<file path="config.mk">
export PLATFORM = sky130hd
export DESIGN_NAME = clk_sel_top
export DESIGN_NICKNAME = d
export VERILOG_FILES = /design/src/core/clk_sel_pkg.sv /design/src/core/clk_sel_top.sv
export SDC_FILE = /design/constraint.sdc
export NUM_CORES = 1
export LEC_CHECK = 0
export ABC_AREA = 1
export BUFFER_PORTS_ARGS = -buffer_cell sky130_fd_sc_hd__buf_2
export CORE_MARGIN = 1.5
export CORE_UTILIZATION = 55
export DETAILED_ROUTE_END_ITERATION = 10
export PLACE_DENSITY_LB_ADDON = 0.15
export REMOVE_ABC_BUFFERS = 1
export SLEW_MARGIN = 20
export SYNTH_ARGS = -nofsm -noshare
export SYNTH_HDL_FRONTEND = slang
export SYNTH_SLANG_ARGS = --single-unit
</file>
<file path="constraint.sdc">
create_clock -name CLK_IN -period 5.3 [get_ports CLK_IN]
set_input_delay 1.06 -clock CLK_IN [delete_from_list [all_inputs] [get_ports CLK_IN]]
set_output_delay 1.06 -clock CLK_IN [all_outputs]
set_load 0.05 [all_outputs]
</file>
<file path="src/core/clk_sel_pkg.sv">
// Package of the master and auxiliary clock selection block.
// Holds register byte addresses, field positions, write masks, reset values and codes.
package clk_sel_pkg;
    localparam logic [31:0] MCK_CFG_ADDR = 32'h0ffffc30;
    localparam logic [31:0] USB_CFG_ADDR = 32'h0ffffc38;
    localparam logic [31:0] MODEM_CFG_ADDR = 32'h0ffffc3c;
    localparam logic [31:0] PROG0_CFG_ADDR = 32'h0ffffc40;
    localparam logic [31:0] PROG1_CFG_ADDR = 32'h0ffffc44;
    localparam logic [31:0] IRQ_EN_ADDR = 32'h0ffffc60;
    localparam logic [31:0] IRQ_DIS_ADDR = 32'h0ffffc64;
    localparam logic [31:0] STATUS_ADDR = 32'h0ffffc68;
    localparam logic [31:0] MASK_ADDR = 32'h0ffffc6c;
    localparam logic [31:0] WP_MODE_ADDR = 32'h0ffffce4;
    // Field positions
    localparam int CSS_LSB = 0;
    localparam int PRESCALER_FIELD_LSB = 4;
    localparam int MASTER_DIVIDER_FIELD_LSB = 8;
    localparam int HALVE_BIT = 12;
    localparam int SRC_BIT = 0;
    localparam int AUX_DIV_LSB = 8;
    localparam int WP_KEY_LSB = 8;
    localparam int WRITE_PROTECT_ENABLE_BIT = 0;
    // Writable bits of each register
    localparam logic [31:0] MCK_WMASK = 32'h00001373;
    localparam logic [31:0] USB_WMASK = 32'h00000f01;
    localparam logic [31:0] MODEM_WMASK = 32'h00001f01;
    localparam logic [31:0] PROG_WMASK = 32'h00000077;
    localparam logic [31:0] MCK_RESET = 32'h00000001;
    localparam logic [31:0] CFG_RESET = 32'h00000000;
    localparam logic [23:0] WP_KEY = 24'h504d43;
    // Interrupt source bits
    localparam int IRQ_CRYSTAL = 0;
    localparam int IRQ_PLLA = 1;
    localparam int IRQ_MASTER_CLOCK_READY = 3;
    localparam int IRQ_UTMI = 6;
    localparam int IRQ_PCK0 = 8;
    localparam int IRQ_PCK1 = 9;
    localparam int IRQ_MOSCSEL = 16;
    localparam int IRQ_RC = 17;
    localparam int IRQ_CFD = 18;
    localparam logic [31:0] IRQ_ALL = 32'h0007034b;
    // Source select codes
    localparam logic [2:0] SRC_SLOW = 3'h0;
    localparam logic [2:0] SRC_MAIN = 3'h1;
    localparam logic [2:0] SRC_PLLA = 3'h2;
    localparam logic [2:0] SRC_UTMI = 3'h3;
    localparam logic [2:0] SRC_MASTER = 3'h4;
    localparam logic [2:0] PRESCALER_FIELD_DIV3 = 3'h7;
    localparam logic [6:0] DIV_ONE = 7'h01;
    localparam logic [6:0] DIV_TWO = 7'h02;
    localparam logic [6:0] DIV_THREE = 7'h03;
    localparam logic [6:0] DIV_FOUR = 7'h04;
    localparam int NUM_DIV = 7;
endpackage

</file>
<file path="src/core/clk_sel_top.sv">
// Master, USB, soft-modem and programmable clock selection with an APB register file.
// Assumes all source clocks and event levels are synchronous to CLK_IN and much slower than it.
//
// Behaviour
// - Master source code 0 slow, 1 main, 2 PLL A choice, 3 UTMI PLL.
// - Halving bit 1 divides PLL A clock by two, 0 passes it undivided.
// - Master prescaler divides by 1..64 for codes 0..6 and by 3 for 7.
// - Master divider codes 0,1,2,3 divide prescaler output by 1,2,4,3.
// - DDR clock stops for divider code 0, else is prescaler output gated while the master divider count is below half its divisor.
// - Clock configuration registers ignore writes while write protect is enabled.
// - USB source bit picks PLL A clock for 0, UTMI PLL for 1.
// - USB clock is selected input divided by divider field plus one.
// - Modem source bit picks PLL A clock for 0, UTMI PLL for 1.
// - Modem clock is selected input divided by divider field plus one.
// - Programmable sources: slow, main, PLL A choice, UTMI, master for 0..4.
// - Programmable prescaler divides by 1..64 for codes 0..6; code 7 reserved.
// - Two programmable clocks, each with its own configuration register.
// - Enable port is write-only; ones enable sources, zeros change nothing.
// - Disable port is write-only; ones disable sources, zeros change nothing.
// - Sources: crystal, PLL A lock, master ready, UTMI lock, prog ready, selection, RC, failure.
// - Mask register reads one for each enabled source.
// - Clock failure flag set on failure, cleared by a status read.
`timescale 1ns/1ps
module clk_sel_top (
    input wire logic CLK_IN, // 250 MHz system clock
    input wire logic RESET_N_IN, // Asynchronous reset, active low
    input wire logic PSEL_IN, // APB select
    input wire logic PENABLE_IN, // APB enable
    input wire logic PWRITE_IN, // APB direction, high for write
    input wire logic [31:0] PADDR_IN, // APB byte address
    input wire logic [31:0] PWDATA_IN, // APB write data
    output logic [31:0] PRDATA_OUT, // APB read data
    output logic PREADY_OUT, // APB ready
    output logic PSLVERR_OUT, // APB error for unmapped address
    input wire logic SLOW_CLK_IN, // Slow clock level
    input wire logic MAIN_CLK_IN, // Main clock level
    input wire logic PLL_A_CLK_IN, // PLL A clock level
    input wire logic UTMI_CLK_IN, // UTMI PLL clock level
    input wire logic CRYSTAL_OSC_STABLE_IN, // Crystal oscillator stable
    input wire logic PLL_A_LOCKED_IN, // PLL A locked
    input wire logic UTMI_PLL_LOCKED_IN, // UTMI PLL locked
    input wire logic MAIN_OSC_SELECT_DONE_IN, // Main oscillator selection done
    input wire logic RC_OSC_STABLE_IN, // RC oscillator stable
    input wire logic CLOCK_FAILURE_IN, // Crystal failure detected
    output logic MASTER_CLOCK_OUT, // Master clock
    output logic DDR_CLOCK_OUT, // DDR clock
    output logic USB_CLOCK_OUT, // USB host clock
    output logic MODEM_CLOCK_OUT, // Soft-modem clock
    output logic [1:0] PROG_CLOCK_OUT, // Programmable clocks 0 and 1
    output logic IRQ_OUT // Interrupt, active high level
);
    import clk_sel_pkg::*;

    function automatic logic [6:0] prescaler_field_div(input logic [2:0] code, input logic allow_three);
        logic [6:0] n;
        n = DIV_ONE;
        if (code == PRESCALER_FIELD_DIV3) begin
            n = allow_three ? DIV_THREE : DIV_ONE;
        end else begin
            n = DIV_ONE << code;
        end
        return n;
    endfunction

    function automatic logic pick_src(input logic [2:0] code, input logic slow, input logic main,
                                      input logic plla, input logic utmi, input logic master);
        logic v;
        v = 1'b0;
        case (code)
            SRC_SLOW: v = slow;
            SRC_MAIN: v = main;
            SRC_PLLA: v = plla;
            SRC_UTMI: v = utmi;
            SRC_MASTER: v = master;
            default: v = 1'b0;
        endcase
        return v;
    endfunction

    logic rst_meta_r;
    logic rst_n;
    logic [31:0] mck_cfg_r;
    logic [31:0] usb_cfg_r;
    logic [31:0] modem_cfg_r;
    logic [31:0] prog_cfg_r [2];
    logic [31:0] status_r;
    logic [31:0] mask_r;
    logic write_protect_enable_r;
    logic [5:0] ev_prev_r;
    logic pready_r;
    logic pslverr_r;
    logic [31:0] prdata_r;
    logic ddr_r;
    logic irq_r;
    logic [31:0] ev_pend_r;

    // Reset release through two flip-flops
    always_ff @(posedge CLK_IN or negedge RESET_N_IN) begin
        if (!RESET_N_IN) begin
            rst_meta_r <= 1'b0;
            rst_n <= 1'b0;
        end else begin
            rst_meta_r <= 1'b1;
            rst_n <= rst_meta_r;
        end
    end

    // APB decode: answer one cycle into the access phase
    wire apb_acc = PSEL_IN & PENABLE_IN & ~pready_r;
    wire apb_fire = PSEL_IN & PENABLE_IN & pready_r;
    wire wr_fire = apb_fire & PWRITE_IN;
    wire rd_fire = apb_fire & ~PWRITE_IN;
    wire hit_mck = PADDR_IN == MCK_CFG_ADDR;
    wire hit_usb = PADDR_IN == USB_CFG_ADDR;
    wire hit_modem = PADDR_IN == MODEM_CFG_ADDR;
    wire hit_p0 = PADDR_IN == PROG0_CFG_ADDR;
    wire hit_p1 = PADDR_IN == PROG1_CFG_ADDR;
    wire hit_ier = PADDR_IN == IRQ_EN_ADDR;
    wire hit_idr = PADDR_IN == IRQ_DIS_ADDR;
    wire hit_sr = PADDR_IN == STATUS_ADDR;
    wire hit_imr = PADDR_IN == MASK_ADDR;
    wire hit_wp = PADDR_IN == WP_MODE_ADDR;
    wire hit_any = hit_mck | hit_usb | hit_modem | hit_p0 | hit_p1 | hit_ier | hit_idr | hit_sr | hit_imr | hit_wp;
    wire cfg_ok = wr_fire & ~write_protect_enable_r;
    wire wr_mck = cfg_ok & hit_mck;
    wire wr_usb = cfg_ok & hit_usb;
    wire wr_modem = cfg_ok & hit_modem;
    wire [1:0] wr_prog = {cfg_ok & hit_p1, cfg_ok & hit_p0};
    wire key_ok = PWDATA_IN[WP_KEY_LSB +: 24] == WP_KEY;

    // Enable and disable ports read as zero; key field reads as zero
    wire [31:0] rd_mux = hit_mck ? mck_cfg_r :
                         hit_usb ? usb_cfg_r :
                         hit_modem ? modem_cfg_r :
                         hit_p0 ? prog_cfg_r[0] :
                         hit_p1 ? prog_cfg_r[1] :
                         hit_sr ? status_r :
                         hit_imr ? mask_r :
                         hit_wp ? {31'h0, write_protect_enable_r} : 32'h0;

    always_ff @(posedge CLK_IN or negedge rst_n) begin
        if (!rst_n) begin
            pready_r <= 1'b0;
            pslverr_r <= 1'b0;
            prdata_r <= 32'h0;
        end else begin
            pready_r <= apb_acc;
            pslverr_r <= apb_acc & ~hit_any;
            prdata_r <= (apb_acc && !PWRITE_IN) ? rd_mux : 32'h0;
        end
    end

    always_ff @(posedge CLK_IN or negedge rst_n) begin
        if (!rst_n) begin
            mck_cfg_r <= MCK_RESET;
            usb_cfg_r <= CFG_RESET;
            modem_cfg_r <= CFG_RESET;
            prog_cfg_r[0] <= CFG_RESET;
            prog_cfg_r[1] <= CFG_RESET;
            write_protect_enable_r <= 1'b0;
        end else begin
            if (wr_mck) mck_cfg_r <= PWDATA_IN & MCK_WMASK;
            if (wr_usb) usb_cfg_r <= PWDATA_IN & USB_WMASK;
            if (wr_modem) modem_cfg_r <= PWDATA_IN & MODEM_WMASK;
            if (wr_prog[0]) prog_cfg_r[0] <= PWDATA_IN & PROG_WMASK;
            if (wr_prog[1]) prog_cfg_r[1] <= PWDATA_IN & PROG_WMASK;
            if (wr_fire && hit_wp && key_ok) write_protect_enable_r <= PWDATA_IN[WRITE_PROTECT_ENABLE_BIT];
        end
    end

    // Rising edges of external levels and accepted master and programmable clock writes become status events
    wire [5:0] ev_lvl = {CLOCK_FAILURE_IN, RC_OSC_STABLE_IN, MAIN_OSC_SELECT_DONE_IN,
                         UTMI_PLL_LOCKED_IN, PLL_A_LOCKED_IN, CRYSTAL_OSC_STABLE_IN};
    wire [5:0] ev_rise = ev_lvl & ~ev_prev_r;
    wire [31:0] ev_set = ev_pend_r | ((32'(ev_rise[0]) << IRQ_CRYSTAL) | (32'(ev_rise[1]) << IRQ_PLLA)
                         | (32'(ev_rise[2]) << IRQ_UTMI) | (32'(ev_rise[3]) << IRQ_MOSCSEL)
                         | (32'(ev_rise[4]) << IRQ_RC) | (32'(ev_rise[5]) << IRQ_CFD));
    wire [31:0] wr_ev = (32'(wr_mck) << IRQ_MASTER_CLOCK_READY) | (32'(wr_prog[0]) << IRQ_PCK0)
                        | (32'(wr_prog[1]) << IRQ_PCK1);
    wire [31:0] sr_w1c = (wr_fire && hit_sr) ? (PWDATA_IN & IRQ_ALL) : 32'h0;
    wire [31:0] sr_rdc = (rd_fire && hit_sr) ? (32'h1 << IRQ_CFD) : 32'h0;
    wire [31:0] status_nxt = ((status_r & ~sr_w1c & ~sr_rdc) | ev_set) & IRQ_ALL;
    wire [31:0] mask_nxt = ((mask_r | (hit_ier ? PWDATA_IN : 32'h0)) & ~(hit_idr ? PWDATA_IN : 32'h0)) & IRQ_ALL;

    always_ff @(posedge CLK_IN or negedge rst_n) begin
        if (!rst_n) begin
            ev_prev_r <= 6'h0;
            ev_pend_r <= 32'h0;
            status_r <= 32'h0;
            mask_r <= 32'h0;
            irq_r <= 1'b0;
        end else begin
            ev_prev_r <= ev_lvl;
            ev_pend_r <= wr_ev; // Ready flags follow the accepted write by one cycle
            status_r <= status_nxt;
            if (wr_fire) mask_r <= mask_nxt;
            irq_r <= |(status_r & mask_r);
        end
    end

    // Divider chain: 0 PLL A halving, 1 master prescaler, 2 master divider,
    // 3 USB, 4 modem, 5 and 6 programmable clocks
    logic [NUM_DIV-1:0] div_in;
    logic [NUM_DIV-1:0] div_out;
    logic [6:0] div_n [NUM_DIV];
    wire [1:0] master_divider_field = mck_cfg_r[MASTER_DIVIDER_FIELD_LSB +: 2];
    wire [2:0] mck_css = {1'b0, mck_cfg_r[CSS_LSB +: 2]};
    wire [2:0] mck_prescaler_field = mck_cfg_r[PRESCALER_FIELD_LSB +: 3];
    wire pll_a_choice = div_out[0];
    wire master_choice = div_out[2];

    assign div_in[0] = PLL_A_CLK_IN;
    assign div_n[0] = mck_cfg_r[HALVE_BIT] ? DIV_TWO : DIV_ONE;
    assign div_in[1] = pick_src(mck_css, SLOW_CLK_IN, MAIN_CLK_IN, pll_a_choice, UTMI_CLK_IN, 1'b0);
    assign div_n[1] = prescaler_field_div(mck_prescaler_field, 1'b1);
    assign div_in[2] = div_out[1];
    assign div_n[2] = (master_divider_field == 2'h0) ? DIV_ONE : (master_divider_field == 2'h1) ? DIV_TWO :
                      (master_divider_field == 2'h2) ? DIV_FOUR : DIV_THREE;
    assign div_in[3] = usb_cfg_r[SRC_BIT] ? UTMI_CLK_IN : PLL_A_CLK_IN;
    assign div_n[3] = {3'h0, usb_cfg_r[AUX_DIV_LSB +: 4]} + DIV_ONE;
    assign div_in[4] = modem_cfg_r[SRC_BIT] ? UTMI_CLK_IN : PLL_A_CLK_IN;
    assign div_n[4] = {2'h0, modem_cfg_r[AUX_DIV_LSB +: 5]} + DIV_ONE;

    for (genvar p = 0; p < 2; p++) begin : g_prog
        assign div_in[5 + p] = pick_src(prog_cfg_r[p][CSS_LSB +: 3], SLOW_CLK_IN, MAIN_CLK_IN,
                                        pll_a_choice, UTMI_CLK_IN, master_choice);
        assign div_n[5 + p] = prescaler_field_div(prog_cfg_r[p][PRESCALER_FIELD_LSB +: 3], 1'b0);
    end

    // Each stage counts input rising edges; output follows the input when dividing by one, else is high while the count is below half the divisor
    for (genvar i = 0; i < NUM_DIV; i++) begin : g_div
        logic prev_r;
        logic out_r;
        logic [6:0] cnt_r;
        wire rise = div_in[i] & ~prev_r;
        wire [6:0] cnt_nxt = (cnt_r >= div_n[i] - DIV_ONE) ? 7'h0 : cnt_r + DIV_ONE;
        always_ff @(posedge CLK_IN or negedge rst_n) begin
            if (!rst_n) begin
                prev_r <= 1'b0;
                out_r <= 1'b0;
                cnt_r <= 7'h0;
            end else begin
                prev_r <= div_in[i];
                if (rise) cnt_r <= cnt_nxt;
                out_r <= (div_n[i] == DIV_ONE) ? div_in[i] : (cnt_r < (div_n[i] >> 1));
            end
        end
        assign div_out[i] = out_r;
    end

    wire cnt_zero_ddr = (div_n[2] == DIV_ONE) | (g_div[2].cnt_r < (div_n[2] >> 1));
    always_ff @(posedge CLK_IN or negedge rst_n) begin
        if (!rst_n) begin
            ddr_r <= 1'b0;
        end else begin
            ddr_r <= (master_divider_field != 2'h0) & div_in[2] & (cnt_zero_ddr);
        end
    end

    assign PRDATA_OUT = prdata_r;
    assign PREADY_OUT = pready_r;
    assign PSLVERR_OUT = pslverr_r;
    assign MASTER_CLOCK_OUT = div_out[2];
    assign DDR_CLOCK_OUT = ddr_r;
    assign USB_CLOCK_OUT = div_out[3];
    assign MODEM_CLOCK_OUT = div_out[4];
    assign PROG_CLOCK_OUT = div_out[6:5];
    assign IRQ_OUT = irq_r;
endmodule // clk_sel_top

</file>
==> summary.md <==
| Metric | Value |
|---|---|
| Final setup violation count | 0 |
| Yosys cell types | 53 |
| Die extent in y | roughly 130 um |
| Worst Path Buf+Inv | 1 |
| Internal power | roughly 2 mW |
| Min-Delay Path Class | reg -> reg |
| Vias in the first global route | 7486 |
| CTS H-Tree Depth | 4 |
| Grt total ovfl | 0 |
| Worst path cell trace | inv_1 > o21ai_0 > o21ai_0 > ha_1 > nor2_1 > nor2_1 > xor2_1 > ha_1 > a21oi_1 > o211ai_1 > a31oi_1 > nor2_1 > nor3b_1 |
| Ratio of cells with drive above 1 in the final layout | between 10% and 20% |
| Worst Tran Pin Value | 666 ps |
| Post_cts resized | 0 |
| Core Region | about 0.016 mm2 |
| DR vias | ~7800 |
| Via-per-instance ratio | roughly 5.3 |
| First-pass GRT wire length | 35800 um |
| Final hold viol count | 0 |
| Type of the worst setup path | reg -> reg |
| Die X-Extent | between 100 and 150 um |
| Maximum vdd drop | ~0.22 mV |
| Worst Hold End | rst_n |
| Outcome | completed |
| Synthesized area per cell | just over 8 um2 |
| Largest net degree at the start of global routing | 55 |
| CP delay by family, top | compound AO/OA/AOI/OAI gates |
| Total GRT Usage | 25.6% |
| Cell Rows | 46 |
| CTS max path bufs | 2 |
| Max transition margin | 55.6% |
| EDFF count, synth | 0 |
| Largest stage delay, worst path | 490 ps |
| Routability congestion estimate | between 0.8 and 0.9 |
| DRC | 0 |
| Sink Count | approximately 140 |
| CP startpoint | prog_cfg_r[5] |
| Hold_buf cts | 0 |
| Worst EP required | between 5000 and 6000 ps |
| Drt wl/cell | approximately 15 um |
| Fin Setup TNS | 0 ps |
| P&R area growth vs syn | 13.9% |
| Fin Clk Skew | approximately 9.6 ps |
| Fin Hold WS | between 300 and 400 ps |
| Setup bufs post-CTS | 0 |
| Clock Latency Late Sink | ~430 ps |
| Reg2Reg Depth | 13 |
| Combinational Power Share | 11.9% |
| CP max-delay cell | dfrtp_1 |
| 1st-iter DRT viols | roughly 530 |
| Post-DP HPWL | roughly 16000 um |
| Final worst-path cycle share | approximately 60% |
| Mapped cell area | ~0.0091 mm2 |
| Post-route minimum period | roughly 3100 ps |
| Routed Antenna Nets | 0 |
| Critical path endpoint category | register |
| Final Max Slew Viols | 0 |
| Post-Syn Instances | about 1100 |
| Clock slew at reported path FFs | around 70 ps |
| Hold depth | 0 |
| Worst path arrival time | ~3500 ps |
| Clk pwr share | between 40% and 50% |
| R2R Setup Slk | between 2000 and 2500 ps |
| Pwr/cell area | ~260 mW/mm2 |
| Initial core utilization | 56.8% |
| Hold path startpoint | rst_meta_r |
| RR Startpoint | prog_cfg_r[5] |
| Flops & latches, synth | 143 |
| Yosys warnings | 0 |
| Post-synth ARST share | 100% |
| Sw Ratio | 28.5% |
| Leak Pwr | between 5 and 6 nW |
| Initial antenna violation count | 1 |
| Drt first pass iters | 5 |
| Unrepaired setup endpoints after global routing | no |
| TritonCTS clock tree | yes |
| Seq/Total Area, Yosys | roughly 39% |
| Port buffer count | 101 |
| Crit start category | register |
| P_sw | 0.776 mW |
| Total Die Area | about 0.017 mm2 |
| Cts bufs inserted | 17 |
| Nets | between 1000 and 1500 |
| Max Cap Viol | 0 |
| Clock root buffer | clkbuf_16 |
| Critical R2R Capture | g_div[6].cnt_r[6] |
| Max Freq | 0.321 GHz |
| CP Max Fanout | 7 |
| Top cell by count, worst path | nor2_1 |
| Seq pwr share | 43.1% |
| Routed wire length | 21500 um |
| Synth Flop Type | dfrtp_1 |
| I/O pin count | 120 |
## how the worst max path moves through the flow
stage | cells after the start | end
after floorplan | 0 | DDR_CLOCK_OUT
after CTS | 13 | g_div[6].cnt_r[6]
after global placement | 14 | g_div[5].cnt_r[6]
final | 13 | g_div[6].cnt_r[6]
after global routing | 13 | g_div[6].cnt_r[3]
after detailed placement | 14 | g_div[5].cnt_r[5]
## stage by stage
step	cell area, um2	util, %	cells	power (mW)	setup slack, ps
final	10400	64.7	1469	2.72	2180
after global routing	10400	64.7	1468	2.84	1890
after CTS	10400	64.7	1468	2.74	2190
after detailed placement	9760	61.0	1436	1.52	2250
after global placement	9760	61.0	1436	1.51	2310
after floorplan	8960	-	1117	1.41	1020
## cells in the final DEF (no fill, tap or decap), types with 4 or more instances in the layout
cell type	instances
nand2_1	188
inv_1	166
dfrtp_1	141
nor2_1	102
buf_2	101
o21ai_0	91
ha_1	89
nand3_1	74
a21oi_1	64
nor3_1	30
nand4_1	25
xor2_1	23
conb_1	18
clkbuf_16	17
nor4_1	8
nor2_2	7
o21ai_2	7
o21ai_1	7
nor3b_1	7
inv_6	7
xnor2_1	6
nand2_2	5
nor2_8	4
inv_2	4
## power by group through the flow
stage                     Sequential, mW  Clock (mW)  Combinational (mW)
after detailed placement            1.20           0               0.326
after global placement              1.20           0               0.317
final                               1.17        1.22               0.325
after floorplan                     1.22           0               0.186
after global routing                1.18        1.28               0.372
after CTS                           1.18        1.24               0.329
## cell type report
cell class | instances | area, um2
fill | 1459 | 5640
multi-input combinational | 803 | 4740
sequential | 143 | 3580
inverter | 171 | 644
timing repair buffer | 103 | 520
clock buffer | 17 | 425
tap | 216 | 270
clock inverter | 15 | 173
antenna | 1 | 2.50
## state kept, by name, indices dropped and copies added (netlist names), 6 cells and up
register      count
PRDATA_OUT       15
ev_prev_r         6
g_div.cnt_r      49
g_div.prev_r      7
mask_r            9
mck_cfg_r         8
modem_cfg_r       6
prog_cfg_r       12
status_r          9
## metal layers
layer  GRT usage, %  vias up  routed length (um)
met4           7.28        0                 272
li1               -     3936                   -
met3           5.13       17                1150
met1           34.7     3645                9800
met5              0        -                   0
met2           41.9      210               10300
## kinds of logic after synthesis
group,synth area share (%)
flops,39.4
simple gates,24.2
compound gates,12.2
fa+ha+maj,12.3
xor+xnor,2.79
other cells,0.0826
buf+inv,9.15
## Yosys cell counts, drive strengths merged (3+ instances only)
library cell,instances,area share (%)
or2,3,0.21
inv,171,7.1
nor4,8,0.55
nand4,26,1.9
a22o,3,0.29
and3,3,0.21
nor3,34,2.2
buf,23,2.0
o21ai,105,6.1
xnor2,6,0.58
nor3b,7,0.58
a21o,3,0.25
nand2,193,8.1
a21oi,65,3.6
xor2,23,2.2
nand3,76,4.4
nor2,115,5.8
ha,89,12
o211ai,3,0.25
dfrtp,142,39
o22ai,3,0.21
Note: power is estimated with default switching activity, not from simulation.
